### src/logic/udq_pkg.sv
// constants, register map and state layout of the up/down and quadrature count logic
package udq_pkg;

   // timing
   localparam int unsigned CLK_PERIOD_NS = 4;
   localparam int unsigned COINC_NS      = 20;
   localparam int unsigned COINC_CYC_RAW = COINC_NS / CLK_PERIOD_NS;
   localparam int unsigned COINC_CYC     = (COINC_CYC_RAW < 1) ? 1 : COINC_CYC_RAW;
   localparam int unsigned TMR_W         = 4;
   localparam logic [3:0]  TMR_LOAD      = TMR_W'(COINC_CYC);
   localparam logic [3:0]  TMR_ZERO      = 4'h0;
   localparam logic [3:0]  TMR_ONE       = 4'h1;

   // register bus
   localparam int unsigned ADDR_W      = 4;
   localparam int unsigned DATA_W      = 32;
   localparam int unsigned STRB_W      = 4;
   localparam logic [3:0]  OFF_CTRL    = 4'h0;
   localparam logic [3:0]  OFF_COUNT   = 4'h4;
   localparam logic [3:0]  OFF_STATUS  = 4'h8;
   localparam logic [1:0]  RESP_OKAY   = 2'h0;
   localparam logic [1:0]  RESP_SLVERR = 2'h2;

   // control fields
   localparam int unsigned MODE_W        = 3;
   localparam int unsigned CTRL_MODE_LSB = 0;
   localparam int unsigned CTRL_LOCK_BIT = 4;
   localparam int unsigned CTRL_FLIP_BIT = 5;
   localparam int unsigned CTRL_STRB     = 0;

   // status fields
   localparam int unsigned STAT_INVALID_BIT = 0;
   localparam int unsigned STAT_DIR_BIT     = 1;
   localparam int unsigned STAT_STRB        = 0;

   // counting modes
   localparam logic [2:0] MODE_UPDOWN                = 3'h0;
   localparam logic [2:0] MODE_SINGLE_RES_QUADRATURE = 3'h1;
   localparam logic [2:0] MODE_DOUBLE_RES_QUADRATURE = 3'h2;
   localparam logic [2:0] MODE_QUAD_RES_QUADRATURE   = 3'h3;

   localparam logic [31:0] COUNT_ONE = 32'h1;

   typedef struct packed {
      logic [2:0]  mode;
      logic        lock;
      logic        flip;
      logic [31:0] count;
      logic        invalid;
      logic        dir_up;
      logic        a_meta;
      logic        a_sync;
      logic        a_prev;
      logic        b_meta;
      logic        b_sync;
      logic        b_prev;
      logic        pend_a;
      logic        pend_b;
      logic [3:0]  tmr;
      logic        aw_full;
      logic [3:0]  aw_addr;
      logic        w_full;
      logic [31:0] w_data;
      logic [3:0]  w_strb;
      logic        awready;
      logic        wready;
      logic        bvalid;
      logic [1:0]  bresp;
      logic        arready;
      logic        rvalid;
      logic [31:0] rdata;
      logic [1:0]  rresp;
   } udq_state_s;

   localparam udq_state_s ST_RST = '0;

endpackage : udq_pkg

### src/logic/udq_count.sv
// up/down pulse and quadrature edge-to-count logic of one counter channel, AXI4-Lite registers
//
// What this block does
// - with both direction bits clear in up/down mode a primary rising edge adds one.
// - with both direction bits clear in up/down mode a secondary rising edge subtracts one.
// - in up/down mode with lock set and flip clear every rising edge adds one.
// - in up/down mode with only flip set the secondary adds one and the primary subtracts one.
// - in up/down mode with lock and flip set every rising edge subtracts one.
// - in up/down mode rising edges on both inputs together or nearly so leave the count alone.
// - in single resolution quadrature the phase relation gives direction, primary leading is up.
// - in single resolution, secondary low, primary rise counts up and primary fall counts down.
// - in single resolution, secondary high, primary rising edges are ignored.
// - in any quadrature mode both inputs changing together is invalid and makes no step.
// - double resolution keeps the single resolution directions with twice the steps.
// - quadruple resolution keeps the single resolution directions with four times the steps.
// - with lock set the inputs no longer steer direction and flip alone chooses it.
`timescale 1ns/1ns
module udq_count
   import udq_pkg::*;
(
   input  wire logic        clk_in,
   input  wire logic        resetn_in,
   input  wire logic        pri_in,
   input  wire logic        sec_in,
   input  wire logic [3:0]  s_axi_awaddr_in,
   input  wire logic        s_axi_awvalid_in,
   output      logic        s_axi_awready_out,
   input  wire logic [31:0] s_axi_wdata_in,
   input  wire logic [3:0]  s_axi_wstrb_in,
   input  wire logic        s_axi_wvalid_in,
   output      logic        s_axi_wready_out,
   output      logic [1:0]  s_axi_bresp_out,
   output      logic        s_axi_bvalid_out,
   input  wire logic        s_axi_bready_in,
   input  wire logic [3:0]  s_axi_araddr_in,
   input  wire logic        s_axi_arvalid_in,
   output      logic        s_axi_arready_out,
   output      logic [31:0] s_axi_rdata_out,
   output      logic [1:0]  s_axi_rresp_out,
   output      logic        s_axi_rvalid_out,
   input  wire logic        s_axi_rready_in,
   output      logic [31:0] count_out,
   output      logic        dir_up_out,
   output      logic        invalid_out
);

   udq_state_s  st;
   udq_state_s  next_st;
   logic        rise_a;
   logic        fall_a;
   logic        chg_a;
   logic        rise_b;
   logic        chg_b;
   logic        step;
   logic        raw_up;
   logic        eff_up;
   logic        bad;
   logic        wr_go;
   logic        ctrl_wr;
   logic        count_wr;
   logic        stat_wr;
   logic        apply_up;
   logic        apply_dn;
   logic [31:0] byte_mask;
   logic [31:0] rd_word;

   // edges only from the second sync stage and its delayed copy
   assign rise_a = st.a_sync & ~st.a_prev;
   assign fall_a = ~st.a_sync & st.a_prev;
   assign chg_a  = st.a_sync ^ st.a_prev;
   assign rise_b = st.b_sync & ~st.b_prev;
   assign chg_b  = st.b_sync ^ st.b_prev;

   genvar g;
   generate
      for (g = 0; g < STRB_W; g = g + 1) begin : g_mask
         assign byte_mask[8*g +: 8] = {8{st.w_strb[g]}};
      end
   endgenerate

   always_comb begin
      next_st  = st;
      step     = 1'b0;
      raw_up   = 1'b0;
      bad      = 1'b0;
      ctrl_wr  = 1'b0;
      count_wr = 1'b0;
      stat_wr  = 1'b0;
      rd_word  = '0;

      next_st.a_meta = pri_in;
      next_st.a_sync = st.a_meta;
      next_st.a_prev = st.a_sync;
      next_st.b_meta = sec_in;
      next_st.b_sync = st.b_meta;
      next_st.b_prev = st.b_sync;

      // edge decoding per mode
      case (st.mode)
         MODE_UPDOWN: begin
            // each edge waits out the coincidence window so a near pair cancels
            if (rise_a && rise_b) begin
               next_st.pend_a = 1'b0;
               next_st.pend_b = 1'b0;
            end else if ((st.pend_a && rise_b) || (st.pend_b && rise_a)) begin
               next_st.pend_a = 1'b0;
               next_st.pend_b = 1'b0;
            end else if (st.pend_a || st.pend_b) begin
               if (st.tmr == TMR_ZERO) begin
                  step           = 1'b1;
                  raw_up         = st.pend_a;
                  next_st.pend_a = 1'b0;
                  next_st.pend_b = 1'b0;
               end else begin
                  next_st.tmr = st.tmr - TMR_ONE;
               end
            end else if (rise_a || rise_b) begin
               next_st.pend_a = rise_a;
               next_st.pend_b = rise_b;
               next_st.tmr    = TMR_LOAD;
            end
         end
         MODE_SINGLE_RES_QUADRATURE: begin
            next_st.pend_a = 1'b0;
            next_st.pend_b = 1'b0;
            if (chg_a && chg_b) begin
               bad = 1'b1;
            end else if (chg_a && !st.b_sync) begin
               // rise counts up, fall counts down; with b high nothing counts
               step   = 1'b1;
               raw_up = rise_a;
            end
         end
         MODE_DOUBLE_RES_QUADRATURE: begin
            next_st.pend_a = 1'b0;
            next_st.pend_b = 1'b0;
            if (chg_a && chg_b) begin
               bad = 1'b1;
            end else if (chg_a) begin
               step   = 1'b1;
               raw_up = st.a_sync ^ st.b_sync;
            end
         end
         MODE_QUAD_RES_QUADRATURE: begin
            next_st.pend_a = 1'b0;
            next_st.pend_b = 1'b0;
            if (chg_a && chg_b) begin
               bad = 1'b1;
            end else if (chg_a) begin
               step   = 1'b1;
               raw_up = st.a_sync ^ st.b_sync;
            end else if (chg_b) begin
               step   = 1'b1;
               raw_up = ~(st.a_sync ^ st.b_sync);
            end
         end
         default: begin
            // unsupported codes count nothing; mode legality is software's job
            next_st.pend_a = 1'b0;
            next_st.pend_b = 1'b0;
         end
      endcase

      // lock ignores the inputs, flip then is the direction
      eff_up = st.lock ? ~st.flip : (raw_up ^ st.flip);

      // write channel
      wr_go = st.aw_full && st.w_full && !st.bvalid;
      if (s_axi_awvalid_in && st.awready) begin
         next_st.aw_full = 1'b1;
         next_st.aw_addr = s_axi_awaddr_in;
      end
      if (s_axi_wvalid_in && st.wready) begin
         next_st.w_full = 1'b1;
         next_st.w_data = s_axi_wdata_in;
         next_st.w_strb = s_axi_wstrb_in;
      end
      if (st.bvalid && s_axi_bready_in) begin
         next_st.bvalid = 1'b0;
      end
      if (wr_go) begin
         next_st.aw_full = 1'b0;
         next_st.w_full  = 1'b0;
         next_st.bvalid  = 1'b1;
         next_st.bresp   = RESP_OKAY;
         case (st.aw_addr)
            OFF_CTRL:   ctrl_wr = 1'b1;
            OFF_COUNT:  count_wr = 1'b1;
            OFF_STATUS: stat_wr = 1'b1;
            default:    next_st.bresp = RESP_SLVERR;
         endcase
      end
      next_st.awready = !next_st.aw_full && !next_st.bvalid;
      next_st.wready  = !next_st.w_full && !next_st.bvalid;

      if (ctrl_wr && st.w_strb[CTRL_STRB]) begin
         next_st.mode = st.w_data[CTRL_MODE_LSB +: MODE_W];
         next_st.lock = st.w_data[CTRL_LOCK_BIT];
         next_st.flip = st.w_data[CTRL_FLIP_BIT];
      end

      // a software load beats an edge step in the same cycle
      if (count_wr) begin
         next_st.count = (st.count & ~byte_mask) | (st.w_data & byte_mask);
      end else if (step) begin
         next_st.count  = eff_up ? st.count + COUNT_ONE : st.count - COUNT_ONE;
         next_st.dir_up = eff_up;
      end

      // set beats the write-one clear
      next_st.invalid = bad | (st.invalid &
                        !(stat_wr && st.w_strb[STAT_STRB] && st.w_data[STAT_INVALID_BIT]));

      // read channel
      case (s_axi_araddr_in)
         OFF_CTRL: begin
            rd_word[CTRL_MODE_LSB +: MODE_W] = st.mode;
            rd_word[CTRL_LOCK_BIT]           = st.lock;
            rd_word[CTRL_FLIP_BIT]           = st.flip;
         end
         OFF_COUNT: rd_word = st.count;
         OFF_STATUS: begin
            rd_word[STAT_INVALID_BIT] = st.invalid;
            rd_word[STAT_DIR_BIT]     = st.dir_up;
         end
         default: rd_word = '0;
      endcase
      if (st.rvalid && s_axi_rready_in) begin
         next_st.rvalid = 1'b0;
      end
      if (s_axi_arvalid_in && st.arready) begin
         next_st.rvalid = 1'b1;
         next_st.rdata  = rd_word;
         next_st.rresp  = (s_axi_araddr_in == OFF_CTRL || s_axi_araddr_in == OFF_COUNT ||
                           s_axi_araddr_in == OFF_STATUS) ? RESP_OKAY : RESP_SLVERR;
      end
      next_st.arready = !next_st.rvalid;
   end

   assign apply_up = step && eff_up && !count_wr;
   assign apply_dn = step && !eff_up && !count_wr;

   always_ff @(posedge clk_in or negedge resetn_in) begin
      if (!resetn_in) begin
         st <= ST_RST;
      end else begin
         st <= next_st;
      end
   end

   assign s_axi_awready_out = st.awready;
   assign s_axi_wready_out  = st.wready;
   assign s_axi_bresp_out   = st.bresp;
   assign s_axi_bvalid_out  = st.bvalid;
   assign s_axi_arready_out = st.arready;
   assign s_axi_rdata_out   = st.rdata;
   assign s_axi_rresp_out   = st.rresp;
   assign s_axi_rvalid_out  = st.rvalid;
   assign count_out         = st.count;
   assign dir_up_out        = st.dir_up;
   assign invalid_out       = st.invalid;

   logic updown_plain;
   logic quad_plain;
   assign updown_plain = (st.mode == MODE_UPDOWN) && !st.lock && !st.flip;
   assign quad_plain   = !st.lock && !st.flip;
endmodule : udq_count

### config.mk
export PLATFORM = sky130hd
export DESIGN_NAME = udq_count
export DESIGN_NICKNAME = d
export VERILOG_FILES = /design/src/logic/udq_pkg.sv /design/src/logic/udq_count.sv
export SDC_FILE = /design/constraint.sdc
export NUM_CORES = 1
export LEC_CHECK = 0
export ABC_CLOCK_PERIOD_IN_PS = 4600
export BUFFER_PORTS_ARGS = -buffer_cell sky130_fd_sc_hd__buf_4
export CAP_MARGIN = 20
export CORE_ASPECT_RATIO = 1.1
export CORE_MARGIN = 4
export CORE_UTILIZATION = 55
export CTS_CLUSTER_DIAMETER = 150
export DETAILED_ROUTE_END_ITERATION = 6
export PLACE_DENSITY = 0.74
export SLEW_MARGIN = 10
export SYNTH_ARGS = -nofsm -noshare
export SYNTH_HDL_FRONTEND = slang
export SYNTH_SLANG_ARGS = --single-unit
export TNS_END_PERCENT = 10
### constraint.sdc
create_clock -name clk_in -period 4.6 [get_ports clk_in]
set_input_delay 0.46 -clock clk_in [delete_from_list [all_inputs] [get_ports clk_in]]
set_output_delay 0.46 -clock clk_in [all_outputs]
set_load 0.1 [all_outputs]
# --- Word level (Yosys, flattened, before mapping) ---
# Cells that the tools add are included.
word_totals:
  reg_bits: 134
  out_inout_bits: 75
  elab_cells: 158
classes:
  addsub: 3
  reduce_logical: 40
  eq_ne: 10
  mux: 58
  bitwise_logic: 19
ops:
  columns: ["cell", "count"]
  rows:
  - ["two-way mux 32 bit", 3]
  - ["AND 32 bit", 2]
  - ["two-way mux 37 bit", 1]
  - ["two-way mux 1 bit", 36]
  - ["two-way mux 35 bit", 1]
  - ["adder 32 x 1 -> 32 bit, second input constant", 1]
  - ["NOT 32 bit", 1]
  - ["bitwise OR 32 bit", 1]
  - ["subtractor 32 x 1 -> 32 bit, second input constant", 1]
  - ["two-way mux 26 bit", 1]
  - ["logical AND 1 bit", 17]
  - ["logical NOT 4 bit", 3]
  - ["two-way mux 2 bit", 6]
  - ["two-way mux 6 bit", 2]
  - ["inequality test 5 bit, second input constant", 2]
  - ["equality test 4 x 3 -> 1 bit, second input constant", 2]
  - ["equality test 4 bit, second input constant", 2]
  - ["case mux 1 bit (4 select lines)", 2]
  - ["logical NOT 1 bit", 7]
  - ["NOT 1 bit", 7]
  - ["equality test 3 x 2 -> 1 bit, second input constant", 2]
  - ["case mux 2 bit (3 select lines)", 1]
  - ["OR reduction 3 bit", 2]
  - ["logical OR 1 bit", 5]
  - ["other kinds (15)", 22]

# --- Logic depth before layout (Yosys ltp) ---
logic_depth:
  word_depth: 12
  depth_mapped: 19
  depth_no_buf: 17

# --- Least setup slack after synthesis ---
# Ideal clock, no wire load.
synth_path:
  kind: "register to register"
  startpoint: "register st, in the netlist next_st[92]"
  endpoint: "register with a tool-made name"
  t_arrival_ps: 3885
  setup_slack_ps: 633
  path_stages_with_launch: 19
  path_buffers: 2
  cell_sequence: "dfrtp_1 -> ha_1 -> inv_1 -> ha_1 -> nand2b_1 -> nor2_1 -> a221oi_1 -> nand4b_1 -> buf_2 -> buf_2 -> xor2_1 -> ha_1 -> or4_4 -> nor2_4 -> nand2_1 -> or4_1 -> mux2_2 -> or3_1 -> a31oi_1"
synth_lines:
  columns: ["element", "line", "source"]
  rows:
  - ["from (decl)", "udq_count.sv:47", "udq_state_s st;"]
  - ["from (signal assigned)", "udq_count.sv:247", "st <= next_st;"]

==> flow_summary.yaml <==
critical_path:
  cp_common_cell: "ha_1"
  path_cells: "ha_1 > inv_1 > ha_1 > nor2_1 > nand4_1 > nand4b_1 > nand4b_1 > xor2_1 > ha_1 > or4_4 > nor2_4 > nand2_1 > or4_1 > mux2_2 > or3_1 > a31oi_1"
  crit_buf_inv: 1
  cp_max_fo: 4
  crit_type: "reg2reg"
  crit_family: "simple AND/OR/NAND/NOR gates"
  max_stage_delay_ns: 0.47
  end_kind: "register"
  cpMaxStageDelayCell: "or4_4"
  arrival_ns: 4.38
  crit_start: "next_st[92]$_DFF_PN0_"
  timing.rr.start: "next_st[92]$_DFF_PN0_"
  critPathLaunchType: "register"
  cp.required_ns: 4.94
floorplan:
  core_um2: 13300
  start_util_pct: 56.3
  ios: 128
  die_h_um: 130
  dieArea_um2: 15500
  die_x_um: 119
  row_count: 44
yosys:
  synth_area_um2: 7470
  synth_seq_area_share_pct: 44.2
  synth_edf_count: 0
  synth-simple-area-share_pct: 20.6
  ys_warn_count: 0
  synth_cells: 772
  synth-adder-area-share_pct: 1.17
  ys.flop_type: "dfrtp_1"
  synth_mux_area_share_pct: 11.4
  ys_ff_latch: 132
  synth_compound_gate_area_share_pct: 11.6
  synthXorXnorAreaFrac_pct: 0.703
  synthArstFlopShare_pct: 100
  ys_types: 70
  syn-mean-instance-area_um2: 9.68
  synth_top_family_by_area: "simple AND/OR/NAND/NOR gates"
global_route:
  gr-usage-all-layers_pct: 24.3
  grt_pass1_wl_um: 29800
  grt_pass1_vias: 5749
  antenna_found_initial: 0
  grt_max_degree: 67
  overflow: 0
clocking:
  h-tree-depth: 4
  clockBufferDepth: 2
  cts_resized: 0
  cts_buffers: 17
  root_buffer: "clkbuf_16"
  clk_latency_ns: 0.42
  clkTransAtPathRegs_ns: 0.05
  tritoncts: "done"
  ctsHoldBuffers: 0
  post_cts_buffers: 0
  cts_sinks: 132
drt:
  vias: 5964
  drc_errors: 0
  drtIter0Drc: 625
  drt-met1-wl_um: 8120
  routed_wirelength_um: 18400
  dr_wl_met2_um: 8460
  ant_nets: 0
  routedWlPerCell_um: 18.2
  viasPerCell: 5.89
  dr_wl_met3_um: 1480
  topRoutingLayerUsed: "met4"
  first_pass_iters: 5
timing:
  period_minus_slack_ns: 4.05
  setup_tns_ns: 0
  max_freq_mhz: 247
  tightest_slew_ns: 0.983
  fin_crit_sh_pct: 88.0
  skew_ns: 0.00541
  setup_viol: 0
  hold_viol_final: 0
  rsz0062_at_grt: "no"
  slew_viol_final: 0
  max_slew_margin_pct: 34.5
cells_and_area:
  drive_above_1_share_pct: 27.9
  instances_no_fill: 1012
  diodes: 0
  areaGrowthSynthToFinish_pct: 14.8
  final_cell_mix: "134 x buf_4, 132 x dfrtp_1, 94 x nand2_1"
  final_common_cell: "buf_4"
  nNetsFinal: 879
  final_util_pct: 64.7
power:
  p_leak_nw: 3.88
  p_total_mw: 5.95
  ir_worst_vdd_v: 0.000500
  power_density_nw_per_um2: 693
placed_design:
  place.gp.congestion: 0.893
  dp_hpwl_um: 13500
  io_buffers: 125
  dp_cells: 984
worst_hold_path:
  min_path_type: "in2async"
status:
  status: "completed"
run:
  maxCapViolations: 0
-- report_power, final --
group / total [mW] / internal (mW) / switching (mW) / leakage, nW
clock: 1.28 / 0.823 / 0.460 / 0.277
combinational: 2.60 / 0.757 / 1.84 / 1.95
sequential: 2.07 / 1.54 / 0.525 / 1.65
-- layer usage --
layer,GRT usage (%),up-vias
li1,-,2765
met1,32.9,2904
met2,38.7,263
met3,5.81,32
met4,8.73,0
met5,0,-
-- logic make-up (layout without fill, tap and decap cells) --
kind of cell    count (synthesis)  count (layout)
simple gates                  301             301
flops                         132             132
buf+inv                       127             182
compound gates                119             119
mux                            79              79
fa+ha+maj                       7               7
xor+xnor                        6               6
other cells                     1               2
-- synthesized netlist by cell type (all sizes together) (12+ instances only) --
| master | n | share of area [%] |
|---|---|---|
| mux2 | 51 | 7.7 |
| clkbuf | 23 | 1.2 |
| dfrtp | 132 | 44 |
| mux2i | 28 | 3.8 |
| a21oi | 13 | 0.92 |
| o21ai | 40 | 2.7 |
| nand3 | 25 | 1.7 |
| nand2 | 94 | 4.7 |
| or3 | 15 | 1.3 |
| and3 | 12 | 1.0 |
| nor3 | 31 | 2.1 |
| inv | 20 | 1.0 |
| buf | 84 | 8.1 |
| nor2 | 54 | 2.8 |
-- cell type report --
| cell class | count | area [µm²] |
|---|---|---|
| Clock buffer | 22 | 474 |
| Clock inverter | 6 | 80.1 |
| Fill cell | 1094 | 4690 |
| Inverter | 20 | 75.1 |
| Multi-Input combinational cell | 514 | 3410 |
| Sequential cell | 132 | 3300 |
| Tap cell | 184 | 230 |
| Timing Repair Buffer | 134 | 1010 |
-- per-stage QoR --
step / hold WS (ns) / instance area, µm² / worst slack, ns
detailed placement: 0.341 / 8030 / 0.626
finish: 0.144 / 8580 / 0.554
global route: 0.135 / 8580 / 0.310
floorplan: 0.164 / 7480 / 0.633
CTS: 0.135 / 8580 / 0.606
global placement: 0.338 / 8030 / 0.757
-- final timing paths --
| kind | depth (start not counted) | slack (ns) | endpoint |
|---|---|---|---|
| worst max register to register | 16 | 0.55 | register |
| worst min-delay path | 1 | 0.14 | st[80]$_DFFE_PN0P_ |
| worst min register to register | 0 | 0.35 | next_st[89]$_DFF_PN0_ |
| worst max-delay path | 16 | 0.55 | register |
| min in group clk_in | 1 | 0.15 | next_st[93]$_DFF_PN0_ |
| max in group asynchronous | 2 | 3.32 | asynchronous set/reset pin |
Power figures use the tool's default switching activity.
